**config.mk**
```make
export PLATFORM = sky130hd
export DESIGN_NAME = vcocal_top
export DESIGN_NICKNAME = d
export VERILOG_FILES = /design/src/logic/vcocal_pkg.sv /design/src/logic/vcocal_search.sv /design/src/logic/vcocal_top.sv
export SDC_FILE = /design/constraint.sdc
export NUM_CORES = 1
export LEC_CHECK = 0
export BUFFER_PORTS_ARGS = -buffer_cell sky130_fd_sc_hd__buf_2
export CAP_MARGIN = 20
export CORE_MARGIN = 3
export CORE_UTILIZATION = 40
export DETAILED_ROUTE_END_ITERATION = 10
export PLACE_DENSITY_LB_ADDON = 0.15
export SYNTH_ARGS = -nofsm -noshare
export SYNTH_HDL_FRONTEND = slang
export SYNTH_SLANG_ARGS = --single-unit
```
**constraint.sdc**
```tcl
create_clock -name clock -period 2.1 [get_ports clock]
set_input_delay 0.105 -clock clock [delete_from_list [all_inputs] [get_ports clock]]
set_output_delay 0.105 -clock clock [all_outputs]
set_load 0.01 [all_outputs]
```
**src/logic/vcocal_pkg.sv**
```systemverilog
`default_nettype none
// =====================================================================
// Shared constants and types
package vcocal_pkg;
   // Register byte indices; bus byte address is four times the index
   localparam logic [7:0] IDX_TRIM = 8'h59;
   localparam logic [7:0] IDX_CALRST = 8'h5c;
   localparam logic [7:0] IDX_CTRL = 8'h5d;
   localparam logic [7:0] IDX_STATUS = 8'h5e;
   localparam logic [7:0] IDX_IRQ_STAT = 8'h70;
   localparam logic [7:0] IDX_IRQ_MASK = 8'h71;
   localparam logic [7:0] IDX_OSC_MEAS = 8'h72;
   // Reset values
   localparam logic [6:0] TRIM_RESET = 7'h00;
   localparam logic [2:0] SETTLE_RESET = 3'h4;
   localparam logic [7:0] CTRL_RESET = 8'h40;
   // Field positions
   localparam int SETTLE_LSB = 4;
   localparam int SETTLE_MSB = 6;
   localparam int TRIM_MSB = 6;
   // Settle time: base 1 us, doubled per select step
   localparam int CLOCK_MHZ = 200;
   localparam int SETTLE_BASE_NS = 1000;
   localparam int SETTLE_BASE_CYC = (SETTLE_BASE_NS * CLOCK_MHZ) / 1000;
   localparam int CNT_W = 16;
   // Interrupt bit positions
   localparam int IRQ_DONE = 0;
   localparam int IRQ_START = 1;
   localparam logic [1:0] IRQ_ALL = 2'h3;
   localparam logic [1:0] HTRANS_NONSEQ = 2'h2;

   typedef enum logic [3:0] {
      VCOCAL_IDLE = 4'h1,
      VCOCAL_STEP = 4'h2,
      VCOCAL_SETTLE = 4'h4,
      VCOCAL_DONE = 4'h8
   } vcocal_state_e;

   typedef struct packed {
      logic [7:0] index;
      logic write;
   } vcocal_addr_s;

   typedef struct packed {
      logic pending;
      vcocal_addr_s addr;
      logic [6:0] trim;
      logic calReset;
      logic calEnable;
      logic [2:0] settleSel;
      logic [1:0] irqStat;
      logic [1:0] irqMask;
      logic [31:0] rdata;
   } vcocal_regs_s;
endpackage
`default_nettype wire

```
**src/logic/vcocal_search.sv**
```systemverilog
`default_nettype none
// =====================================================================
// Binary search of the oscillator trim code
module vcocal_search (
   input wire logic clock,
   input wire logic resetN,
   input wire logic start,
   input wire logic [2:0] settleSel,
   input wire logic oscFast,
   output logic busy,
   output logic doneStrobe,
   output logic [6:0] trimOut
);
   typedef struct packed {
      vcocal_pkg::vcocal_state_e state;
      logic [6:0] trim;
      logic [6:0] bitMask;
      logic [vcocal_pkg::CNT_W-1:0] count;
   } vcocal_srch_s;

   vcocal_srch_s state_reg;
   vcocal_srch_s state_next;

   // Settle cycles grow with the select field
   function automatic logic [vcocal_pkg::CNT_W-1:0] settleCycles(input logic [2:0] sel);
      logic [31:0] cyc;
      cyc = 32'(vcocal_pkg::SETTLE_BASE_CYC) << sel;
      settleCycles = cyc[vcocal_pkg::CNT_W-1:0];
   endfunction

   // =====================================================================
   // Search sequencing
   always_comb begin
      state_next = state_reg;
      doneStrobe = 1'b0;
      unique case (state_reg.state)
         vcocal_pkg::VCOCAL_IDLE: begin
            if (start) begin
               state_next.trim = 7'h40;
               state_next.bitMask = 7'h40;
               state_next.count = settleCycles(settleSel);
               state_next.state = vcocal_pkg::VCOCAL_SETTLE;
            end
         end
         vcocal_pkg::VCOCAL_SETTLE: begin
            if (state_reg.count <= 1) begin
               state_next.state = vcocal_pkg::VCOCAL_STEP;
            end else begin
               state_next.count = state_reg.count - 1'b1;
            end
         end
         // keep or drop the trial bit
         vcocal_pkg::VCOCAL_STEP: begin
            if (oscFast) begin
               state_next.trim = state_reg.trim & ~state_reg.bitMask;
            end
            state_next.bitMask = state_reg.bitMask >> 1;
            if (state_reg.bitMask == 7'h01) begin
               state_next.state = vcocal_pkg::VCOCAL_DONE;
            end else begin
               state_next.trim = (oscFast ? (state_reg.trim & ~state_reg.bitMask) : state_reg.trim)
                  | (state_reg.bitMask >> 1);
               state_next.count = settleCycles(settleSel);
               state_next.state = vcocal_pkg::VCOCAL_SETTLE;
            end
         end
         vcocal_pkg::VCOCAL_DONE: begin
            doneStrobe = 1'b1;
            state_next.state = vcocal_pkg::VCOCAL_IDLE;
         end
      endcase
   end

   always_ff @(posedge clock or negedge resetN) begin
      if (!resetN) begin
         state_reg <= '{vcocal_pkg::VCOCAL_IDLE, 7'h00, 7'h00, '0};
      end else begin
         state_reg <= state_next;
      end
   end

   assign busy = (state_reg.state != vcocal_pkg::VCOCAL_IDLE);
   assign trimOut = state_reg.trim;
endmodule
`default_nettype wire

```
**src/logic/vcocal_top.sv**
```systemverilog
// Design decision made here: the AHB-Lite interface to the registers.
`default_nettype none
// Operation
// - Seven-bit trim code, engine and software writable
// - Enabled calibration starts when reset cleared
// - Engine searches trim to centre oscillator
// - Settle select lengthens wait per step
// - Completion flag set when done or skipped
module vcocal_top (
   input wire logic clock,
   input wire logic reset_n,
   input wire logic hsel,
   input wire logic [31:0] haddr,
   input wire logic [1:0] htrans,
   input wire logic hwrite,
   input wire logic [2:0] hsize,
   input wire logic [31:0] hwdata,
   input wire logic hready,
   output logic hreadyout,
   output logic hresp,
   output logic [31:0] hrdata,
   input wire logic oscFast,
   output logic [6:0] oscillatorTrimCode,
   output logic synthPllCalReset,
   output logic calBusy,
   output logic irq
);
   typedef struct packed {
      vcocal_pkg::vcocal_regs_s regs;
      logic calComplete;
   } vcocal_top_s;

   vcocal_top_s top_reg;
   vcocal_top_s top_next;
   logic [1:0] resetSync_reg;
   logic resetN;
   logic searchBusy;
   logic searchDone;
   logic [6:0] searchTrim;
   logic startPulse;

   // =====================================================================
   // Reset release through two flops, kept apart so the state struct has one writer
   always_ff @(posedge clock or negedge reset_n) begin
      if (!reset_n) begin
         resetSync_reg <= 2'b00;
      end else begin
         resetSync_reg <= {resetSync_reg[0], 1'b1};
      end
   end
   assign resetN = resetSync_reg[1];

   // Register read mux
   function automatic logic [31:0] readReg(input vcocal_pkg::vcocal_regs_s r, input logic done);
      readReg = 32'h0000_0000;
      unique case (r.addr.index)
         vcocal_pkg::IDX_TRIM: readReg = {25'h0, r.trim};
         vcocal_pkg::IDX_CALRST: readReg = {31'h0, r.calReset};
         vcocal_pkg::IDX_CTRL: readReg = {25'h0, r.settleSel, 3'h0, r.calEnable};
         vcocal_pkg::IDX_STATUS: readReg = {31'h0, done};
         vcocal_pkg::IDX_IRQ_STAT: readReg = {30'h0, r.irqStat};
         vcocal_pkg::IDX_IRQ_MASK: readReg = {30'h0, r.irqMask};
         default: readReg = 32'h0000_0000;
      endcase
   endfunction

   // =====================================================================
   // Bus slave, calibration control and interrupts
   always_comb begin
      logic [1:0] events;
      logic wr;
      events = 2'b00;
      top_next = top_reg;
      wr = top_reg.regs.pending && top_reg.regs.addr.write;
      startPulse = 1'b0;
      // Data phase write
      if (wr) begin
         unique case (top_reg.regs.addr.index)
            vcocal_pkg::IDX_TRIM: top_next.regs.trim = hwdata[vcocal_pkg::TRIM_MSB:0];
            vcocal_pkg::IDX_CALRST: begin
               top_next.regs.calReset = hwdata[0];
               if (top_reg.regs.calReset && !hwdata[0]) begin
                  startPulse = top_reg.regs.calEnable;
                  top_next.calComplete = !top_reg.regs.calEnable;
               end
            end
            vcocal_pkg::IDX_CTRL: begin
               top_next.regs.calEnable = hwdata[0];
               top_next.regs.settleSel = hwdata[vcocal_pkg::SETTLE_MSB:vcocal_pkg::SETTLE_LSB];
            end
            vcocal_pkg::IDX_IRQ_STAT: top_next.regs.irqStat = top_reg.regs.irqStat & ~hwdata[1:0];
            vcocal_pkg::IDX_IRQ_MASK: top_next.regs.irqMask = hwdata[1:0];
            default: top_next.regs.irqMask = top_next.regs.irqMask;
         endcase
      end
      if (top_next.regs.calReset && top_next.regs.calEnable) begin
         top_next.calComplete = 1'b0;
      end
      if (startPulse) begin
         top_next.calComplete = 1'b0;
      end
      if (searchBusy) begin
         top_next.regs.trim = searchTrim;
      end
      if (searchDone) begin
         top_next.regs.trim = searchTrim;
         top_next.calComplete = 1'b1;
      end
      // Set wins over clear
      events[vcocal_pkg::IRQ_DONE] = searchDone || (startPulse == 1'b0 && wr
         && top_reg.regs.addr.index == vcocal_pkg::IDX_CALRST && top_reg.regs.calReset
         && !hwdata[0] && !top_reg.regs.calEnable);
      events[vcocal_pkg::IRQ_START] = startPulse;
      top_next.regs.irqStat = top_next.regs.irqStat | events;
      // Address phase capture
      top_next.regs.pending = hsel && hready && (htrans == vcocal_pkg::HTRANS_NONSEQ);
      if (top_next.regs.pending) begin
         top_next.regs.addr.index = haddr[9:2];
         top_next.regs.addr.write = hwrite;
      end
      // Read data registered into data phase
      top_next.regs.rdata = readReg(top_next.regs, top_next.calComplete);
   end

   // Control state register
   always_ff @(posedge clock or negedge resetN) begin
      if (!resetN) begin
         top_reg.regs <= '{1'b0, '{8'h00, 1'b0}, vcocal_pkg::TRIM_RESET, 1'b0, 1'b0,
            vcocal_pkg::SETTLE_RESET, 2'b00, 2'b00, 32'h0000_0000};
         top_reg.calComplete <= 1'b0;
      end else begin
         top_reg.regs <= top_next.regs;
         top_reg.calComplete <= top_next.calComplete;
      end
   end

   // =====================================================================
   // Trim search engine
   vcocal_search search (
      .clock(clock),
      .resetN(resetN),
      .start(startPulse),
      .settleSel(top_reg.regs.settleSel),
      .oscFast(oscFast),
      .busy(searchBusy),
      .doneStrobe(searchDone),
      .trimOut(searchTrim)
   );

   // Zero wait states; always OKAY
   assign hreadyout = 1'b1;
   assign hresp = 1'b0;
   assign hrdata = top_reg.regs.rdata;
   assign oscillatorTrimCode = top_reg.regs.trim;
   assign synthPllCalReset = top_reg.regs.calReset;
   assign calBusy = searchBusy;
   assign irq = |(top_reg.regs.irqStat & top_reg.regs.irqMask);
endmodule
`default_nettype wire

```
==> metrics.yaml, run 1 <==
outcome: "finished clean"
relSlewSlack: 0.605
clk_pin_slew_worst_paths_ps: 80
clkSinkCount: 70
grt.overflow.total: 0
timing.max_cap.violations: 0
tightestPinTransition_ps: 586
syn_area_um2: 4030
critPathTopFamily: "simple AND/OR/NAND/NOR gates"
finalCritPeriodShare: 0.946
synth_warnings: 0
wl_met2_mm: 4.71
htreeDepth: 3
via_per_inst: 5.20
register_area_um2: 1760
wl_per_cell_um: 15.3
crit_path_start_kind: "flop"
maxSlewViolCount: 0
synth_edf_count: 0
place_area_um2: 4420
drive_above_1_share: 0.271
post_cts_buffers: 0
slowest_delay_ps: 580
arrival_ps: 2230
grt_pass1_wl_mm: 16.2
rrSetupSlack_ps: 110
worstHoldStart: "haddr[4]"
hold_path_class: "input port to flop"
nFillCells: 963
syn2layout_area_growth_pct: 17.7
fp.dieW_um: 106
rsz0062_at_grt: "false"
met1_length_mm: 4.25
vias: 3238
period_minus_slack_ps: 1990
grt_usage: 0.179
layout_common_cells: "67 x dfrtp_1, 56 x nand2_1, 39 x buf_2"
io_pins: 119
antenna_cells: 0
r2r_start: "search.state_reg[10]$_DFFE_PN0P_"
drt_iter0_markers: 122
postSynthCellCount: 420
dieArea_um2: 11300
cpMaxStageDelayCell: "or4_4"
final_net_count: 566
leakagePower_nw: 2.36
timing.fmax_mhz: 503
insertion_delay_ps: 350
end_kind: "flop"
holdWs_ps: 10.3
synth_cell_types: 69
synth_top_area_cell: "dfrtp_1"
multi_input_area_um2: 1940
yosysSeqAreaShare: 0.435
met3_length_um: 371
cts_buffers: 9
antenna_left: 0
start_util: 0.412
final_common_cell: "dfrtp_1"
fin_worst_skew_ps: 8.03
crit_fanout: 4
critPathLaunch: "search.state_reg[10]$_DFFE_PN0P_"
clockBufferDepth: 2
dpl.hpwl_mm: 7.02
peakVddDrop_mv: 0.336
fp.coreArea_um2: 9770
power.density_nw_per_um2: 613
worstPathRequired_ps: 2340
globalplace.congestion: 0.826
top_layer: "met4"
syn_avg_cell_area_um2: 9.60
worstPathCellList: "or4_4 -> or4_4 -> o21ai_1 -> a21oi_1 -> a41o_1"
setup_viol: 0
finalHoldViolCount: 0
die_height_um: 106
grt_antenna_before_repair: 0
synth_top_area_share: 0.422
row_count: 36
first_pass_iters: 4
ys.flop_type: "dfrtp_1"
crit_top_cell: "or4_4"
cp_num_buf_inv: 0
ys_async_sr_fraction: 1.00
cts_tree: "done"
largest_reg_flops: 27
port_buffers: 39
grt_pass1_vias: 3302
wirelength_mm: 9.53
path_class: "flop to flop"
drc: 0
synth_area_leaders: "dfrtp_1 42%, buf_4 7.6%, nand2_1 5.2%"
cts_root_buf: "clkbuf_8"
fin_area_um2: 4740
grt_max_degree: 40
ys_ff_latch: 70
-- routing by layer --
metal,GRT usage,vias to the layer above
li1,-,1573
met1,0.227,1561
met2,0.297,86
met3,0.0449,18
met4,0.0629,0
met5,0,-
-- where the power goes --
part           internal [mW]  leakage [nW]  switching [mW]
registers               1.39         0.868          0.0297
logic                  0.108          1.38           0.148
clock network          0.673         0.106           0.559
total                   2.17          2.36           0.737
-- worst min-delay path, delay by kind of cell --
family | cells | cell delay [ps]
AND/OR/NAND/NOR | 2 | 110
buffers and inverters | 1 | 110
-- cell type report --
class	count	share of cell area
multi-input cells	300	0.409
flip-flops and latches	70	0.370
repair buffers	86	0.125
well taps	133	0.0351
clock buffers	9	0.0261
clock inverters	7	0.0206
inverters	18	0.0142
-- metrics by stage --
step / power [mW] / util / instances / worst slack [ps] / TNS [ps]
6_report: 2.91 / 0.485 / 623 / 113 / 0
5_1_grt: 3.05 / 0.485 / 623 / 46.4 / 0
4_1_cts: 2.94 / 0.483 / 623 / 45.6 / 0
3_5_place_dp: 1.69 / 0.452 / 600 / -122 / -1020
3_3_place_gp: 1.69 / 0.452 / 600 / -105 / -810
2_1_floorplan: 1.63 / - / 446 / 9.86 / 0
-- logic make-up (layout without fill, tap and decap cells) --
kind of cell | after synthesis | count (layout) | share of synthesized area
fa+ha+maj | 6 | 6 | 0.0186
other cells | 2 | 28 | 0.00186
flops | 70 | 70 | 0.435
compound gates | 107 | 107 | 0.197
xor+xnor | 1 | 1 | 0.00217
mux | 17 | 17 | 0.0441
buf+inv | 76 | 120 | 0.116
simple gates | 141 | 141 | 0.185
-- synthesized netlist by cell type, types with 2 or more instances --
master / n
a31oi_1: 12
and3_1: 3
nor3_1: 4
o21a_1: 2
o41ai_1: 3
mux2i_1: 11
clkbuf_1: 12
a21oi_1: 11
o211ai_1: 3
nand3_1: 16
mux2_2: 6
or3_1: 2
buf_4: 41
nand2b_1: 2
o21ai_0: 13
and4bb_2: 2
a22o_1: 12
o21ai_2: 2
and4b_1: 2
o2111a_1: 2
dfstp_2: 2
nor3b_1: 2
conb_1: 2
nand2_1: 56
o21ai_1: 4
inv_1: 17
nor2_1: 21
ha_1: 6
a21o_1: 4
and2_1: 4
a21oi_2: 8
buf_2: 2
and3b_1: 3
o31ai_1: 6
o32ai_1: 2
a41o_1: 2
a22oi_1: 7
o22ai_1: 2
nand4b_1: 2
nor2b_1: 6
nand4_1: 6
dfrtp_1: 68
-- repair_timing --
item,in CTS,in global routing
hold endpoints to repair,8,0
hold buffers,7,0
gates resized for setup,4,4
endpoints found under the setup margin,13,9
pin swaps,1,1
-- worst paths after layout --
kind | endpoint | cells past startpoint
max | search.state_reg[15]$_DFFE_PN0P_ | 5
min | top_reg[52]$_DFF_PN0_ | 3
max reg2reg | search.state_reg[15]$_DFFE_PN0P_ | 5
min reg2reg | hrdata[1]$_DFF_PN0_ | 1
max in group asynchronous | search.state_reg[30]$_DFFE_PN1P_ | 1
min in group asynchronous | resetSync_reg[0]$_DFF_PN0_ | 2
Note: power is estimated with default switching activity, not from simulation.
==> run 2, diff against run 1 <==
Settings changed: ABC_AREA set to 1.
==> run 2 against run 1 <==
Clock-buffer cell count grew 3. Non-clock buffer count down 35. Global-route usage decreased by 0.50 points. Register-to-register slack better by 170 ps. Sequential cell count unchanged. Largest cell class unchanged. Power grew 71%. Sequential power is 40% higher. Sequential share of layout area is 1.1 points higher.
==> metrics.yaml, run 2 <==
ys_async_sr_fraction: 1.00
syn2layout_area_growth_pct: 9.31
holdWs_ps: 11.8
synth_cell_types: 33
wl_per_cell_um: 12.8
end_kind: "flop"
met3_length_um: 409
start_util: 0.422
leakagePower_nw: 2.37
htreeDepth: 3
cts_root_buf: "clkbuf_8"
synth.most_common_cell: "nand2_1"
fp.coreArea_um2: 10000
register_area_um2: 1760
die_height_um: 109
drc: 0
period_minus_slack_ps: 1810
nFillCells: 1038
outcome: "finished clean"
crit_top_cell: "nand2_1"
arrival_ps: 2100
dieArea_um2: 11800
dpl.hpwl_mm: 7.17
post_cts_buffers: 0
hold_path_class: "input port to flop"
clkSinkCount: 70
io_pins: 119
postCtsHoldBufs: 3
synth_area_leaders: "dfrtp_1 40%, nand2_1 14%, buf_4 8.2%"
worstPathCellList: "inv_1 -> ha_1 -> nand3_2 -> nand2_1 -> nand3_1 -> o21ai_1 -> nand2_1 -> nand2_2 -> buf_4 -> nand2_1 -> o21ai_1"
peakVddDrop_mv: 0.537
antenna_cells: 0
cts_buffers: 9
multi_input_area_um2: 1910
ys_ff_latch: 70
synth_top_area_cell: "dfrtp_1"
first_pass_iters: 5
final_common_cell: "nand2_1"
worstPathRequired_ps: 2380
grt.overflow.total: 0
maxSlewViolCount: 0
timing.fmax_mhz: 551
power.density_nw_per_um2: 1080
cts_tree: "done"
setup_viol: 0
postSynthCellCount: 565
grt_antenna_before_repair: 0
largest_reg_flops: 27
grt_pass1_wl_mm: 16.2
via_per_inst: 4.72
fin_worst_skew_ps: 14.9
rrSetupSlack_ps: 290
port_buffers: 39
insertion_delay_ps: 360
path_class: "flop to flop"
crit_fanout: 20
slowest_delay_ps: 400
timing.max_cap.violations: 0
ys.flop_type: "dfrtp_1"
met1_length_mm: 4.65
relSlewSlack: 0.643
synth_edf_count: 0
syn_area_um2: 4220
clockBufferDepth: 2
final_net_count: 682
antenna_left: 0
grt_max_degree: 27
finalHoldViolCount: 0
vias: 3489
cpMaxStageDelayCell: "dfrtp_1"
syn_avg_cell_area_um2: 7.47
grt_usage: 0.174
crit_path_start_kind: "flop"
yosysSeqAreaShare: 0.416
grt_pass1_vias: 3346
globalplace.congestion: 0.888
synth_common_cells: "161 x nand2_1, 68 x dfrtp_1, 67 x inv_1"
row_count: 36
cts_resized: 0
tightestPinTransition_ps: 536
synth_top_area_share: 0.403
wirelength_mm: 9.47
synth_warnings: 0
drive_above_1_share: 0.149
fp.dieW_um: 109
rsz0062_at_grt: "false"
layout_common_cells: "161 x nand2_1, 67 x inv_1, 67 x dfrtp_1"
drt_iter0_markers: 187
clk_pin_slew_worst_paths_ps: 80
top_layer: "met4"
finalCritPeriodShare: 0.864
fin_tns_setup_ps: 0
wl_met2_mm: 4.29
-- run 2: cell types whose count changed after synthesis, moves of 12 or more --
cell | before | now
o21ai_0 | 13 | 26
inv_1 | 17 | 67
nand2_1 | 56 | 161
nor2_1 | 21 | 46
a21oi_1 | 11 | 23
a31oi_1 | 12 | 0
nand3_1 | 16 | 42
clkbuf_1 | 12 | 0
-- run 2: final timing paths --
| kind | from | endpoint | cells after the start |
|---|---|---|---|
| setup / recovery | search.state_reg[0]$_DFFE_PN0P_ | search.state_reg[2]$_DFFE_PN0P_ | 11 |
| hold / removal | haddr[2] | top_reg[50]$_DFF_PN0_ | 3 |
| setup reg to reg | search.state_reg[0]$_DFFE_PN0P_ | search.state_reg[2]$_DFFE_PN0P_ | 11 |
| hold reg to reg | resetSync_reg[1]$_DFF_PN0_ | search.state_reg[11]$_DFFE_PN0P_ | 0 |
| max in group asynchronous | resetSync_reg[1]$_DFF_PN0_ | search.trimOut[6]$_DFFE_PN0P_ | 1 |
| min in group asynchronous | reset_n | resetSync_reg[1]$_DFF_PN0_ | 2 |
-- run 2: per-stage QoR --
stage          instances  worst slack [ps]  area, µm²  utilization  power, mW
2_1_floorplan        591              9.86       4320            -       3.50
3_3_place_gp         720               285       4370        0.437       3.82
3_5_place_dp         720               289       4370        0.437       3.84
4_1_cts              739               261       4610        0.461       5.03
5_1_grt              739              15.4       4610        0.461       5.46
6_report             739               285       4610        0.461       4.98
-- run 2: routing by layer --
layer  track usage  vias up
li1              -     1801
met1         0.241     1608
met2         0.270       69
met3        0.0462       11
met4        0.0478        0
met5             0        -
-- run 2: layout make-up --
| class | count | area share |
|---|---|---|
| flip-flops and latches | 70 | 0.381 |
| clock inverters | 4 | 0.0119 |
| multi-input cells | 398 | 0.414 |
| well taps | 133 | 0.0361 |
| inverters | 71 | 0.0578 |
| clock buffers | 12 | 0.0336 |
| repair buffers | 51 | 0.0662 |
-- run 2: kinds of logic (layout without fill, tap and decap cells) --
logic type,Yosys count,count (layout),synth area share
simple gates,296,296,0.319
buf+inv,123,138,0.155
flops,70,70,0.416
compound gates,64,64,0.0819
fa+ha+maj,6,6,0.0178
xor+xnor,4,4,0.00830
other cells,2,28,0.00178
-- run 2: worst max-delay path, delay by kind of cell (launching register included) --
| family | cells | cell delay [ps] |
|---|---|---|
| buffers and inverters | 2 | 340 |
| adder cells (fa/ha/maj) | 1 | 210 |
| AND/OR/NAND/NOR | 6 | 510 |
| flip-flops | 1 | 400 |
| AO/OA/AOI/OAI | 2 | 280 |
-- run 2: where the power goes --
group          switching, mW  internal (mW)  total (mW)  leakage [nW]
logic                   1.17          0.654        1.82          1.42
clock network          0.545          0.620        1.17         0.103
registers              0.293           1.70        1.99         0.847
